$ cat src/common/rif_pkg.sv
// receive input formatter: shared constants, field layouts and carriers
// assumes a single 250 MHz chip clock and plain configuration ports, no register bus
`default_nettype none

package rif_pkg;

  // ==========================================================
  // sizes
  localparam int unsigned RIF_NCH = 4;
  localparam int unsigned RIF_DW = 16;
  localparam int unsigned RIF_SELW = 3;
  localparam int unsigned RIF_DIAGW = 2;
  localparam int unsigned RIF_ZPW = 4;
  localparam int unsigned RIF_MASKW = 12;
  localparam int unsigned RIF_CKSW = 2;
  localparam int unsigned RIF_SYNC_DLY = 2;
  localparam int unsigned RIF_FIFO_DEPTH = 4;

  // ==========================================================
  // source selector codes
  localparam logic [RIF_SELW-1:0] RIF_SEL_OFF = 3'h0;
  localparam logic [RIF_SELW-1:0] RIF_SEL_IMAG = 3'h1;
  localparam logic [RIF_SELW-1:0] RIF_SEL_DIAG = 3'h2;
  localparam logic [RIF_SELW-1:0] RIF_SEL_MUX = 3'h3;
  localparam logic [RIF_SELW-1:0] RIF_SEL_REAL = 3'h4;

  // diagnostic source codes
  localparam logic [RIF_DIAGW-1:0] RIF_DIAG_RAMP = 2'h0;
  localparam logic [RIF_DIAGW-1:0] RIF_DIAG_ZERO = 2'h1;
  localparam logic [RIF_DIAGW-1:0] RIF_DIAG_CONST = 2'h2;
  localparam logic [RIF_DIAGW-1:0] RIF_DIAG_PN = 2'h3;

  // ==========================================================
  // values
  localparam logic [RIF_DW-1:0] RIF_CONST_VAL = 16'h4000;
  localparam logic [RIF_DW-1:0] RIF_LFSR_SEED = 16'h0001;
  localparam logic [RIF_DW-1:0] RIF_LFSR_TAPS = 16'hb400;
  localparam logic [RIF_DW-1:0] RIF_RAMP_STEP = 16'h0001;
  localparam logic [RIF_CKSW-1:0] RIF_CKS_RUN = 2'h0;
  localparam logic [RIF_ZPW-1:0] RIF_ZCNT_TERM = 4'h0;
  localparam logic [RIF_ZPW-1:0] RIF_ZCNT_STEP = 4'h1;

  // ==========================================================
  // carriers
  typedef struct packed {
    logic [RIF_DW-1:0] i;
    logic [RIF_DW-1:0] q;
  } rif_iq_t;

  typedef struct packed {
    logic [RIF_SELW-1:0] sel;
    logic [RIF_DIAGW-1:0] diag;
    logic [RIF_ZPW-1:0] zpad;
    logic zsync_src;
    logic [RIF_MASKW-1:0] noise_mask;
  } rif_chcfg_t;

  typedef struct packed {
    rif_iq_t [RIF_NCH-1:0] iq;
    logic [RIF_NCH-1:0] vld;
  } rif_word_t;

  localparam int unsigned RIF_WORD_W = $bits(rif_word_t);

endpackage : rif_pkg

`default_nettype wire

$ cat src/hw/rif_fifo.sv
// small first-word-fall-through fifo with valid/ready on both sides
// assumes one clock, synchronous active-high reset and a clock enable freezing it
`default_nettype none

module rif_fifo #(
  parameter int unsigned WIDTH = 8,
  parameter int unsigned DEPTH = 4
) (
  input wire logic clk_i,
  input wire logic srst_i,
  input wire logic ce_i,
  input wire logic in_valid_i,
  output logic in_ready_o,
  input wire logic [WIDTH-1:0] in_data_i,
  output logic out_valid_o,
  input wire logic out_ready_i,
  output logic [WIDTH-1:0] out_data_o
);

  localparam int unsigned AW = (DEPTH > 1) ? $clog2(DEPTH) : 1;
  localparam logic [AW:0] CNT_FULL = (AW + 1)'(DEPTH);
  localparam logic [AW-1:0] PTR_LAST = AW'(DEPTH - 1);

  typedef struct packed {
    logic [DEPTH-1:0][WIDTH-1:0] mem;
    logic [AW-1:0] wr_ptr;
    logic [AW-1:0] rd_ptr;
    logic [AW:0] count;
  } fifo_st_t;

  fifo_st_t st_reg;
  fifo_st_t st_next;
  logic push;
  logic pop;

  // ==========================================================
  // handshake
  assign in_ready_o = ce_i && (st_reg.count != CNT_FULL);
  assign out_valid_o = ce_i && (st_reg.count != '0);
  assign out_data_o = st_reg.mem[st_reg.rd_ptr];
  assign push = in_valid_i && in_ready_o;
  assign pop = out_valid_o && out_ready_i;

  // ==========================================================
  // next state
  always_comb begin
    st_next = st_reg;
    if (push) begin
      st_next.mem[st_reg.wr_ptr] = in_data_i;
      st_next.wr_ptr = (st_reg.wr_ptr == PTR_LAST) ? '0 : st_reg.wr_ptr + AW'(1);
    end
    if (pop) begin
      st_next.rd_ptr = (st_reg.rd_ptr == PTR_LAST) ? '0 : st_reg.rd_ptr + AW'(1);
    end
    case ({push, pop})
      2'b10: st_next.count = st_reg.count + (AW + 1)'(1);
      2'b01: st_next.count = st_reg.count - (AW + 1)'(1);
      default: st_next.count = st_reg.count;
    endcase
  end

  always_ff @(posedge clk_i) begin
    if (srst_i) begin
      st_reg <= '0;
    end else if (ce_i) begin
      st_reg <= st_next;
    end
  end

endmodule // rif_fifo

`default_nettype wire

$ cat src/hw/rif_formatter.sv
// four-port receive input formatter: real/complex/multiplexed input to per-port I/Q buses
// assumes raw pins on the input ports and syncs, a 250 MHz clock, and a downstream
// consumer that drains the output fifo with valid/ready
`default_nettype none

// Behaviour
// RULE_01: each of four ports gets its own formatter producing 16-bit I and Q.
// RULE_02: without a valid sample, both I and Q buses are driven to zero.
// RULE_03: five input formats supported through selector, pairing and zero insertion.
// RULE_04: full-rate real puts port data on I, Q held zero.
// RULE_05: half-rate complex zeroes every second time sample.
// RULE_06: full-rate complex: A/C feed I with Q zero, B/D feed Q with I zero.
// RULE_07: four-complex uses selector 3 per port; four-real uses selector 4.
// RULE_08: multiplexed mode: I is port data delayed one clock, Q undelayed.
// RULE_09: multiplexed mode zeroes every other pair via the interpolation logic.
// RULE_10: programmable 0 to 15 zeros inserted between kept samples.
// RULE_11: exactly one sample per period kept, the rest replaced by zero.
// RULE_12: sync delayed two clocks loads counter; terminal count reloads and keeps.
// RULE_13: kept sample arrives two plus zpad plus one clocks after sync.
// RULE_14: sync may be single or periodic at multiples of zpad plus one.
// RULE_15: source asserts sync together with the quadrature sample when multiplexed.
// RULE_16: masked input bits are xored with the pseudo-random noise sequence.
// RULE_17: noise mask spans 0xfff down to 0x1.
// RULE_18: noise generator runs only while its checksum sync field is zero.
// RULE_19: diagnostics replace the real input with ramp, zero, constant or noise.
// RULE_20: diagnostic constant value is 0x4000.
// RULE_21: sync inputs are active low and idle high.
// RULE_22: settings change only while the channel is idle or resynchronising.
module rif_formatter #(
  parameter int unsigned FIFO_DEPTH = rif_pkg::RIF_FIFO_DEPTH
) (
  input wire logic clk_i,
  input wire logic srst_i,
  input wire logic ce_i,
  input wire logic [rif_pkg::RIF_DW-1:0] input_port_a_i,
  input wire logic [rif_pkg::RIF_DW-1:0] input_port_b_i,
  input wire logic [rif_pkg::RIF_DW-1:0] input_port_c_i,
  input wire logic [rif_pkg::RIF_DW-1:0] input_port_d_i,
  input wire logic sync_input_a_n_i,
  input wire logic sync_input_b_n_i,
  input wire rif_pkg::rif_chcfg_t [rif_pkg::RIF_NCH-1:0] ch_cfg_i,
  input wire logic [rif_pkg::RIF_CKSW-1:0] cksum_sync_front_i,
  output logic stall_o,
  output logic out_valid_o,
  input wire logic out_ready_i,
  output rif_pkg::rif_word_t out_word_o
);

  import rif_pkg::*;

  // ==========================================================
  // state
  typedef struct packed {
    logic [RIF_NCH-1:0][RIF_DW-1:0] pin_s1;
    logic [RIF_NCH-1:0][RIF_DW-1:0] pin_s2;
    logic [1:0] sync_s1;
    logic [1:0] sync_s2;
    logic [RIF_NCH-1:0][RIF_DW-1:0] prev;
    logic [RIF_NCH-1:0][RIF_SYNC_DLY-1:0] zdly;
    logic [RIF_NCH-1:0][RIF_ZPW-1:0] zcnt;
    logic [RIF_DW-1:0] ramp;
    logic [RIF_DW-1:0] lfsr;
    rif_word_t out;
    logic out_pend;
  } rif_st_t;

  localparam rif_st_t ST_RESET = '{
    pin_s1: '0,
    pin_s2: '0,
    sync_s1: 2'h3,
    sync_s2: 2'h3,
    prev: '0,
    zdly: '0,
    zcnt: '0,
    ramp: '0,
    lfsr: RIF_LFSR_SEED,
    out: '0,
    out_pend: 1'b0
  };

  rif_st_t st_reg;
  rif_st_t st_next;
  logic advance;
  logic fifo_in_ready;
  logic fifo_out_valid;
  rif_word_t fifo_out_word;

  // ==========================================================
  // helpers
  // channel real input: diagnostic source or desensitised port data
  function automatic logic [RIF_DW-1:0] real_input(
    input rif_chcfg_t cfg,
    input logic [RIF_DW-1:0] port,
    input logic [RIF_DW-1:0] ramp,
    input logic [RIF_DW-1:0] pn
  );
    logic [RIF_DW-1:0] noise;
    noise = pn & {{(RIF_DW - RIF_MASKW){1'b0}}, cfg.noise_mask}; // RULE_17
    if (cfg.sel == RIF_SEL_DIAG) begin
      case (cfg.diag) // RULE_19
        RIF_DIAG_RAMP: real_input = ramp;
        RIF_DIAG_CONST: real_input = RIF_CONST_VAL; // RULE_20
        RIF_DIAG_PN: real_input = pn;
        default: real_input = '0;
      endcase
    end else begin
      real_input = port ^ noise; // RULE_16
    end
  endfunction

  // I/Q placement by selector
  function automatic rif_iq_t place_iq(
    input logic [RIF_SELW-1:0] sel,
    input logic [RIF_DW-1:0] cur,
    input logic [RIF_DW-1:0] prev
  );
    place_iq = '0;
    case (sel)
      RIF_SEL_REAL, RIF_SEL_DIAG: place_iq.i = cur; // RULE_04
      RIF_SEL_IMAG: place_iq.q = cur; // RULE_06
      RIF_SEL_MUX: begin // RULE_07
        place_iq.i = prev; // RULE_08
        place_iq.q = cur; // RULE_08
      end
      default: place_iq = '0;
    endcase
  endfunction

  // galois step of the shared noise generator
  function automatic logic [RIF_DW-1:0] lfsr_step(input logic [RIF_DW-1:0] s);
    lfsr_step = s[0] ? ((s >> 1) ^ RIF_LFSR_TAPS) : (s >> 1);
  endfunction

  // ==========================================================
  // stall: a pending word that the fifo refuses freezes the whole pipe,
  // so samples arriving meanwhile are lost rather than reordered
  assign advance = ce_i && (fifo_in_ready || !st_reg.out_pend);
  assign stall_o = !advance;

  // ==========================================================
  // next state
  always_comb begin
    logic [RIF_DW-1:0] cur;
    logic sync_act;
    logic load;
    logic term;
    logic keep;
    rif_iq_t iq;
    cur = '0;
    sync_act = 1'b0;
    load = 1'b0;
    term = 1'b0;
    keep = 1'b0;
    iq = '0;
    st_next = st_reg;

    // pins pass two flops before use
    st_next.pin_s1[0] = input_port_a_i;
    st_next.pin_s1[1] = input_port_b_i;
    st_next.pin_s1[2] = input_port_c_i;
    st_next.pin_s1[3] = input_port_d_i;
    st_next.pin_s2 = st_reg.pin_s1;
    st_next.sync_s1 = {sync_input_b_n_i, sync_input_a_n_i};
    st_next.sync_s2 = st_reg.sync_s1;

    st_next.ramp = st_reg.ramp + RIF_RAMP_STEP;
    if (cksum_sync_front_i == RIF_CKS_RUN) begin
      st_next.lfsr = lfsr_step(st_reg.lfsr); // RULE_18
    end

    for (int c = 0; c < RIF_NCH; c++) begin // RULE_01
      cur = real_input(ch_cfg_i[c], st_reg.pin_s2[c], st_reg.ramp, st_reg.lfsr);
      iq = place_iq(ch_cfg_i[c].sel, cur, st_reg.prev[c]); // RULE_03
      st_next.prev[c] = cur;

      // sync pins are active low; an unused one idles high and never loads
      sync_act = !st_reg.sync_s2[ch_cfg_i[c].zsync_src]; // RULE_21
      st_next.zdly[c] = {st_reg.zdly[c][RIF_SYNC_DLY-2:0], sync_act}; // RULE_12
      load = st_reg.zdly[c][RIF_SYNC_DLY-1];
      term = (st_reg.zcnt[c] == RIF_ZCNT_TERM);
      // load and terminal reload both restart at zpad, so a periodic sync
      // at a multiple of zpad+1 lands on the phase already running
      if (load || term) begin // RULE_14
        st_next.zcnt[c] = ch_cfg_i[c].zpad; // RULE_10
      end else begin
        st_next.zcnt[c] = st_reg.zcnt[c] - RIF_ZCNT_STEP;
      end
      // unused selector codes behave like off: no word, lane stays zero
      keep = term && (ch_cfg_i[c].sel inside {RIF_SEL_IMAG, RIF_SEL_DIAG, RIF_SEL_MUX, RIF_SEL_REAL}); // RULE_11 RULE_13

      // zeroed pairs knock out the straddling (Q,I) pairs of multiplexed input
      st_next.out.vld[c] = keep; // RULE_05 RULE_09
      st_next.out.iq[c] = keep ? iq : '0; // RULE_02
    end
    st_next.out_pend = |st_next.out.vld;
  end

  always_ff @(posedge clk_i) begin
    if (srst_i) begin
      st_reg <= ST_RESET;
    end else if (advance) begin
      st_reg <= st_next;
    end
  end

  // ==========================================================
  // output buffer
  rif_fifo #(
    .WIDTH(RIF_WORD_W),
    .DEPTH(FIFO_DEPTH)
  ) u_fifo (
    .clk_i(clk_i),
    .srst_i(srst_i),
    .ce_i(ce_i),
    .in_valid_i(st_reg.out_pend),
    .in_ready_o(fifo_in_ready),
    .in_data_i(st_reg.out),
    .out_valid_o(fifo_out_valid),
    .out_ready_i(out_ready_i),
    .out_data_o(fifo_out_word)
  );

  assign out_valid_o = fifo_out_valid;
  assign out_word_o = fifo_out_valid ? fifo_out_word : '0;

endmodule // rif_formatter

`default_nettype wire

$ cat config.mk
export PLATFORM = sky130hd
export DESIGN_NAME = rif_formatter
export DESIGN_NICKNAME = d
export VERILOG_FILES = /design/src/common/rif_pkg.sv /design/src/hw/rif_fifo.sv /design/src/hw/rif_formatter.sv
export SDC_FILE = /design/constraint.sdc
export NUM_CORES = 2
export LEC_CHECK = 0
export BUFFER_PORTS_ARGS = -buffer_cell sky130_fd_sc_hd__buf_2
export CORE_MARGIN = 4
export CORE_UTILIZATION = 60
export DETAILED_ROUTE_END_ITERATION = 6
export PLACE_DENSITY_LB_ADDON = 0.3
export SYNTH_ARGS = -nofsm -noshare
export SYNTH_HDL_FRONTEND = slang
export SYNTH_SLANG_ARGS = --single-unit
export TNS_END_PERCENT = 10
$ cat constraint.sdc
create_clock -name clk_i -period 2.58 [get_ports clk_i]
set_input_delay 0.258 -clock clk_i [delete_from_list [all_inputs] [get_ports clk_i]]
set_output_delay 0.258 -clock clk_i [all_outputs]
set_load 0.05 [all_outputs]
Yosys cells after proc, flatten, opt, wreduce, memory -nomap -nowiden
Index checks and enable logic that the tools add are counted.
{ "word_totals": {"ff_bits": 920, "out_inout_bits": 134, "wordCells": 186, "inputBits": 160} }
{ "op_classes": {"reduce_logical": 49, "bitwise_logic": 9, "magnitude_cmp": 7, "n_mux": 42, "n_eq_ne": 29, "add_sub_neg": 9} }
{ "op_table": {"columns": ["cell", "n"], "rows": [
  ["bitwise mux 528 bit", 1],
  ["2-to-1 mux 132 bit", 3],
  ["binary-select mux 132 bit (select 2 bit)", 1],
  ["demux 132 bit (select 2 bit)", 1],
  ["case mux 16 bit (3 select lines)", 4],
  ["2-to-1 mux 16 bit", 9],
  ["2-to-1 mux 32 bit", 4],
  ["case mux 16 bit (2 select lines)", 4],
  ["bitwise AND 16 x 12 -> 16 bit", 4],
  ["XOR 16 bit", 4],
  ["== test 3 x 2 -> 1 bit (second input constant)", 8],
  ["== test 2 bit (second input constant)", 11],
  ["adder 16 x 1 -> 16 bit (second input constant)", 1],
  ["zero test 4 bit", 4],
  ["2-to-1 mux 4 bit", 4],
  ["nonzero test 4 bit", 4],
  ["OR reduction 2 bit", 8],
  ["subtractor 4 x 1 -> 4 bit (second input constant)", 4],
  ["== test 3 x 1 -> 1 bit (second input constant)", 4],
  ["== test 3 bit (second input constant)", 4],
  ["logical AND 1 bit", 10],
  ["zero test 2 bit", 5],
  ["less-than comparator 1 x 2 -> 1 bit (second input constant)", 4],
  ["2-to-1 mux 1 bit", 8],
  ["other kinds (16)", 31]
]} }

Depth between registers and ports, before layout
{ "depth": {"depth_word": 6, "mapped_depth": 11, "depth_no_buf": 10} }

By module
From an unflattened synthesis, not the netlist that was laid out.
{ "unflattened": {"hier_cells": 4256, "hier_area_um2": 41910.2} }
{ "by_module_without_submodules": {"columns": ["mod", "cells_per_inst", "instances", "seq_area_each_um2", "area_each_um2"], "rows": [
  ["rif_fifo", 2067, 1, 10710.3, 24359.6],
  ["rif_formatter", 2189, 1, 7707.4, 17550.6]
]} }

Least setup slack after synthesis
No wires, ideal clock.
{ "synth_timing": {"path_type": "reg-to-reg", "start": "reg u_fifo.st_reg[2] in the netlist's numbering", "end": "reg u_fifo.st_reg[2] in the netlist's numbering", "path_buffers": 1, "setup_time_ps": 128, "synth_period_minus_slack_ps": 2164, "slack_ps": 416, "required_ps": 2452, "arrival_time_ps": 2037, "stages_incl_launch_ff": 12, "path_cell_list": "dfxtp_1 -> or3b_1 -> buf_2 -> and2_1 -> inv_1 -> ha_1 -> inv_1 -> fa_1 -> xnor2_1 -> nand2_1 -> xor2_1 -> nor2_1"} }
{ "synth_between": {"elab_chain_len": 6, "word_cells_on_any_way": 13, "cone_classes": "2 x add/sub; 3 x eq/ne; 1 x mux; 7 x reduce/logical"} }
{ "synth_rtl": {"columns": ["element", "line", "rtl"], "rows": [
  ["from (decl)", "rif_fifo.sv:31", "fifo_st_t st_reg;"],
  ["from (signal assigned)", "rif_fifo.sv:66", "st_reg <= st_next;"],
  ["inequality test 3 bit / nonzero test 3 bit (equally long branches)", "rif_fifo.sv:38, rif_fifo.sv:39", null],
  ["logical AND 1 bit (on tied branches)", "rif_fifo.sv:38, rif_fifo.sv:39", null],
  ["logical AND 1 bit (on tied branches)", "rif_fifo.sv:41, rif_fifo.sv:42", null],
  ["== test 2 bit / == test 2 x 1 -> 1 bit (equally long branches)", "rif_fifo.sv:55", "case ({push, pop})"],
  ["nonzero test 2 bit (no source line)", null, null],
  ["AND reduction 2 bit (no source line)", null, null]
]} }
Parallel ways exist; a longest one is shown, timed or not.
A chain may end at the register's enable or synchronous reset.

==> impl_metrics.yaml <==
clocking:
  cts_tree: "done"
  htreeDepth: 3
  cts_buffers: 92
  clk_latency_ns: 0.66
  cts-root-buf: "clkbuf_16"
  cts_buffer_depth: 3
  cts.sinks: 920
  clkTransAtPathRegs_ns: 0.06
worst_setup_path:
  reg2reg_depth: 7
  worstPathArrival_ns: 2.33
  r2r_slack_ns: 0.16
  r2r-start: "u_fifo.st_reg[0]$_SDFFE_PP0P_"
  crit_fanout: 11
  worstReg2RegEnd: "st_next[288]$_SDFFE_PP0P_"
  path_cells: "buf_12 > clkbuf_16 > mux4_2 > and2_1 > buf_2"
  endpoint_kind: "output pin"
  cpPeakStageDelay_ns: 0.49
  critical_path_class: "register to output pin"
  worst_path_max_delay_cell: "mux4_2"
  startpoint_type: "register"
  worstPathRequired_ns: 2.32
place:
  hpwl_mm: 77.5
  portBuffers: 293
  gp_congestion: 0.954
  place_area_mm2: 0.0413
cells_and_area:
  syn_to_final_growth_pct: 16.4
  fillerInstances: 4989
  fin_util_pct: 70.8
  stdcell_area_mm2: 0.0457
  drive_gt1_share_pct: 15.4
  largest_reg_flops: 535
  fin_nets: 5066
grt:
  grt_pass1_wl_mm: 189
  grt_max_degree: 243
  grt_usage_pct: 33.5
  antenna_found_initial: 25
  grt_pass1_vias: 33000
  overflow: 0
min_path:
  hold_start: "ch_cfg_i[14]"
  hold_path.class: "input pin to register"
  hold-path-endpoint: "st_reg[166]$_SDFFE_PP0P_"
  hold-path-cell-count: 3
floorplan:
  fp-row-count: 93
  dieArea_mm2: 0.0696
  die_height_um: 264
  core_mm2: 0.0646
  die_w_um: 264
  start_util_pct: 60.8
  io_pins: 294
logic_synthesis:
  synth-main-ff-cell: "dfxtp_1"
  yosys_warnings: 0
  syn_nets: 4895
  synth_area_mm2: 0.0393
  synth_edf_count: 0
  syn_avg_cell_area_um2: 8.32
  netlist_instances: 4723
  synthDistinctLibCells: 66
  synth-seq-area-share_pct: 46.9
  synth-seq-cells: 920
  synthArstFlopShare_pct: 0
sta:
  hold_viol: 0
  rsz0062_at_grt: "yes"
  finalSetupViolations: 6
  period_share_pct: 101
  finalClockSkew_ns: 0.0233
  fin_setup_tns_ns: -0.0372
  fin_hold_ws_ns: 0.0309
  finalMaxSlewViolations: 0
  clock.fmax_mhz: 386
  worst_slack_ns: -0.0129
  relSlewSlack_pct: 29.6
  min_period_ns: 2.59
  tightest_slew_ns: 1.06
routing:
  route.detailed.drc: 0
  ant_nets: 0
  avgViaCountPerCell: 6.20
  first_pass_iters: 7
  vias: 36200
  detail_route.wirelength_mm: 124
  first_iter_violations: 4667
  wl_per_cell_um: 21.3
pwr:
  p_total_uw: 31000
  peakVddDrop_uv: 610
  leakagePower_uw: 0.0160
  powerDensity_mw_per_mm2: 677
run_status:
  outcome: "finished with violations"
  violations: "setup timing"
job:
  drv_cap: 0
cells by family (layout without fill, tap and decap cells):
logic type / Yosys count / count (layout) / share of synthesized area, %
simple gates: 2109 / 2109 / 23.4
compound gates: 1075 / 1075 / 16.1
flops: 920 / 920 / 46.9
buf+inv: 436 / 681 / 4.79
mux: 151 / 151 / 8.05
xor+xnor: 20 / 20 / 0.446
fa+ha+maj: 12 / 12 / 0.401
other cells: 0 / 21 / 0
metal layers:
metal  routed length (um)  global-route usage (%)  vias to the layer above
met5                   66                       0                        -
met4                 6030                    15.6                       12
met3                13500                    6.78                      371
met2                56500                    51.6                     2041
met1                48300                    45.8                    17200
li1                     -                       -                    16600
how the worst max path moves through the flow:
stage,start,end
2_1_floorplan,u_fifo.st_reg[2]$_SDFFE_PP0P_,u_fifo.st_reg[2]$_SDFFE_PP0P_
3_3_place_gp,u_fifo.st_reg[3]$_SDFFE_PP0P_,out_word_o[39]
3_5_place_dp,u_fifo.st_reg[2]$_SDFFE_PP0P_,u_fifo.st_reg[2]$_SDFFE_PP0P_
4_1_cts,u_fifo.st_reg[3]$_SDFFE_PP0P_,out_word_o[114]
5_1_grt,u_fifo.st_reg[3]$_SDFFE_PP0P_,out_word_o[38]
6_report,u_fifo.st_reg[3]$_SDFFE_PP0P_,out_word_o[77]
placed cells by master, fill, tap and decap left out, drive strengths merged, types with 6 or more instances in the layout:
cell / count
clkbuf: 142
inv: 37
dfxtp: 920
nand4: 38
a21bo: 48
o2111ai: 6
nand2: 1516
nand3b: 48
nor2: 81
and3: 6
mux2i: 19
nand3: 194
nand2b: 10
o211ai: 10
bufinv: 9
diode: 21
o21ai: 34
buf: 390
ha: 11
xnor2: 18
nor3b: 8
or3b: 7
a32oi: 44
clkinv: 17
a31oi: 48
mux4: 132
a21oi: 784
nor4: 14
a211oi: 20
nor3: 15
a221o: 60
and2: 144
dlygate4sd3: 85
or3: 13
through the flow:
step | worst slack (ns) | cells
CTS | -0.0437 | 5814
floorplan | 0.416 | 4723
global route | -0.0551 | 5842
global placement | 0.371 | 5557
detailed placement | 0.348 | 5557
finish | -0.0129 | 5844
final cells by class:
cell class	count	area [um2]	share of cell area, %
multi-input combinational	3367	19100	41.7
sequential	920	18400	40.3
timing repair buffer	482	3800	8.32
clock buffer	135	2710	5.92
tap	855	1070	2.34
clock inverter	33	477	1.04
inverter	31	124	0.271
antenna	21	52.6	0.115
worst max-delay path: cells and delay by family (launching register included):
kind | cells | cell delay, ns
AND/OR/NAND/NOR | 1 | 0.19
buffers and inverters | 3 | 0.60
multiplexers | 1 | 0.49
flip-flops | 1 | 0.38
Yosys cell counts (3+ instances only):
| master | instances | share of area (%) |
|---|---|---|
| buf_2 | 171 | 2.2 |
| nor4_1 | 10 | 0.16 |
| a211oi_1 | 19 | 0.36 |
| a221o_1 | 60 | 1.5 |
| a21oi_1 | 784 | 10 |
| o211ai_1 | 10 | 0.19 |
| xnor2_1 | 18 | 0.40 |
| nor3_1 | 12 | 0.15 |
| o2111ai_1 | 6 | 0.13 |
| nor3b_2 | 3 | 0.096 |
| mux4_2 | 132 | 7.6 |
| and2_1 | 144 | 2.3 |
| a32oi_1 | 44 | 0.98 |
| inv_1 | 31 | 0.30 |
| a31oi_1 | 48 | 0.76 |
| a21bo_2 | 48 | 1.2 |
| nor3b_1 | 5 | 0.096 |
| dfxtp_1 | 920 | 47 |
| nand3_1 | 194 | 2.5 |
| and3_1 | 6 | 0.096 |
| buf_4 | 6 | 0.11 |
| clkbuf_1 | 223 | 2.1 |
| o21a_1 | 4 | 0.076 |
| nand4_1 | 38 | 0.61 |
| nand3b_1 | 48 | 0.92 |
| buf_1 | 3 | 0.029 |
| nor2_1 | 81 | 0.77 |
| mux2i_1 | 19 | 0.48 |
| ha_1 | 11 | 0.35 |
| a221oi_1 | 4 | 0.089 |
| or3_1 | 11 | 0.18 |
| nor4_4 | 4 | 0.22 |
| or3b_2 | 4 | 0.089 |
| or3b_1 | 3 | 0.067 |
| nand2b_1 | 10 | 0.16 |
| o21ai_0 | 32 | 0.41 |
| nand2_1 | 1516 | 14 |
report_power, final:
part	internal, uW	switching [uW]
registers	14400	215
clock network	8240	5840
logic	790	1460
total	23400	7510
what timing repair did:
item / CTS / global route
setup buffers: 4 / 3
setup endpoints to repair: 133 / 123
hold buffers: 85 / 0
gates cloned: 0 / 6
hold endpoints to repair: 97 / 0
resized for setup: 22 / 19
pin swaps: 0 / 0
(Power assumes the default switching activity.)
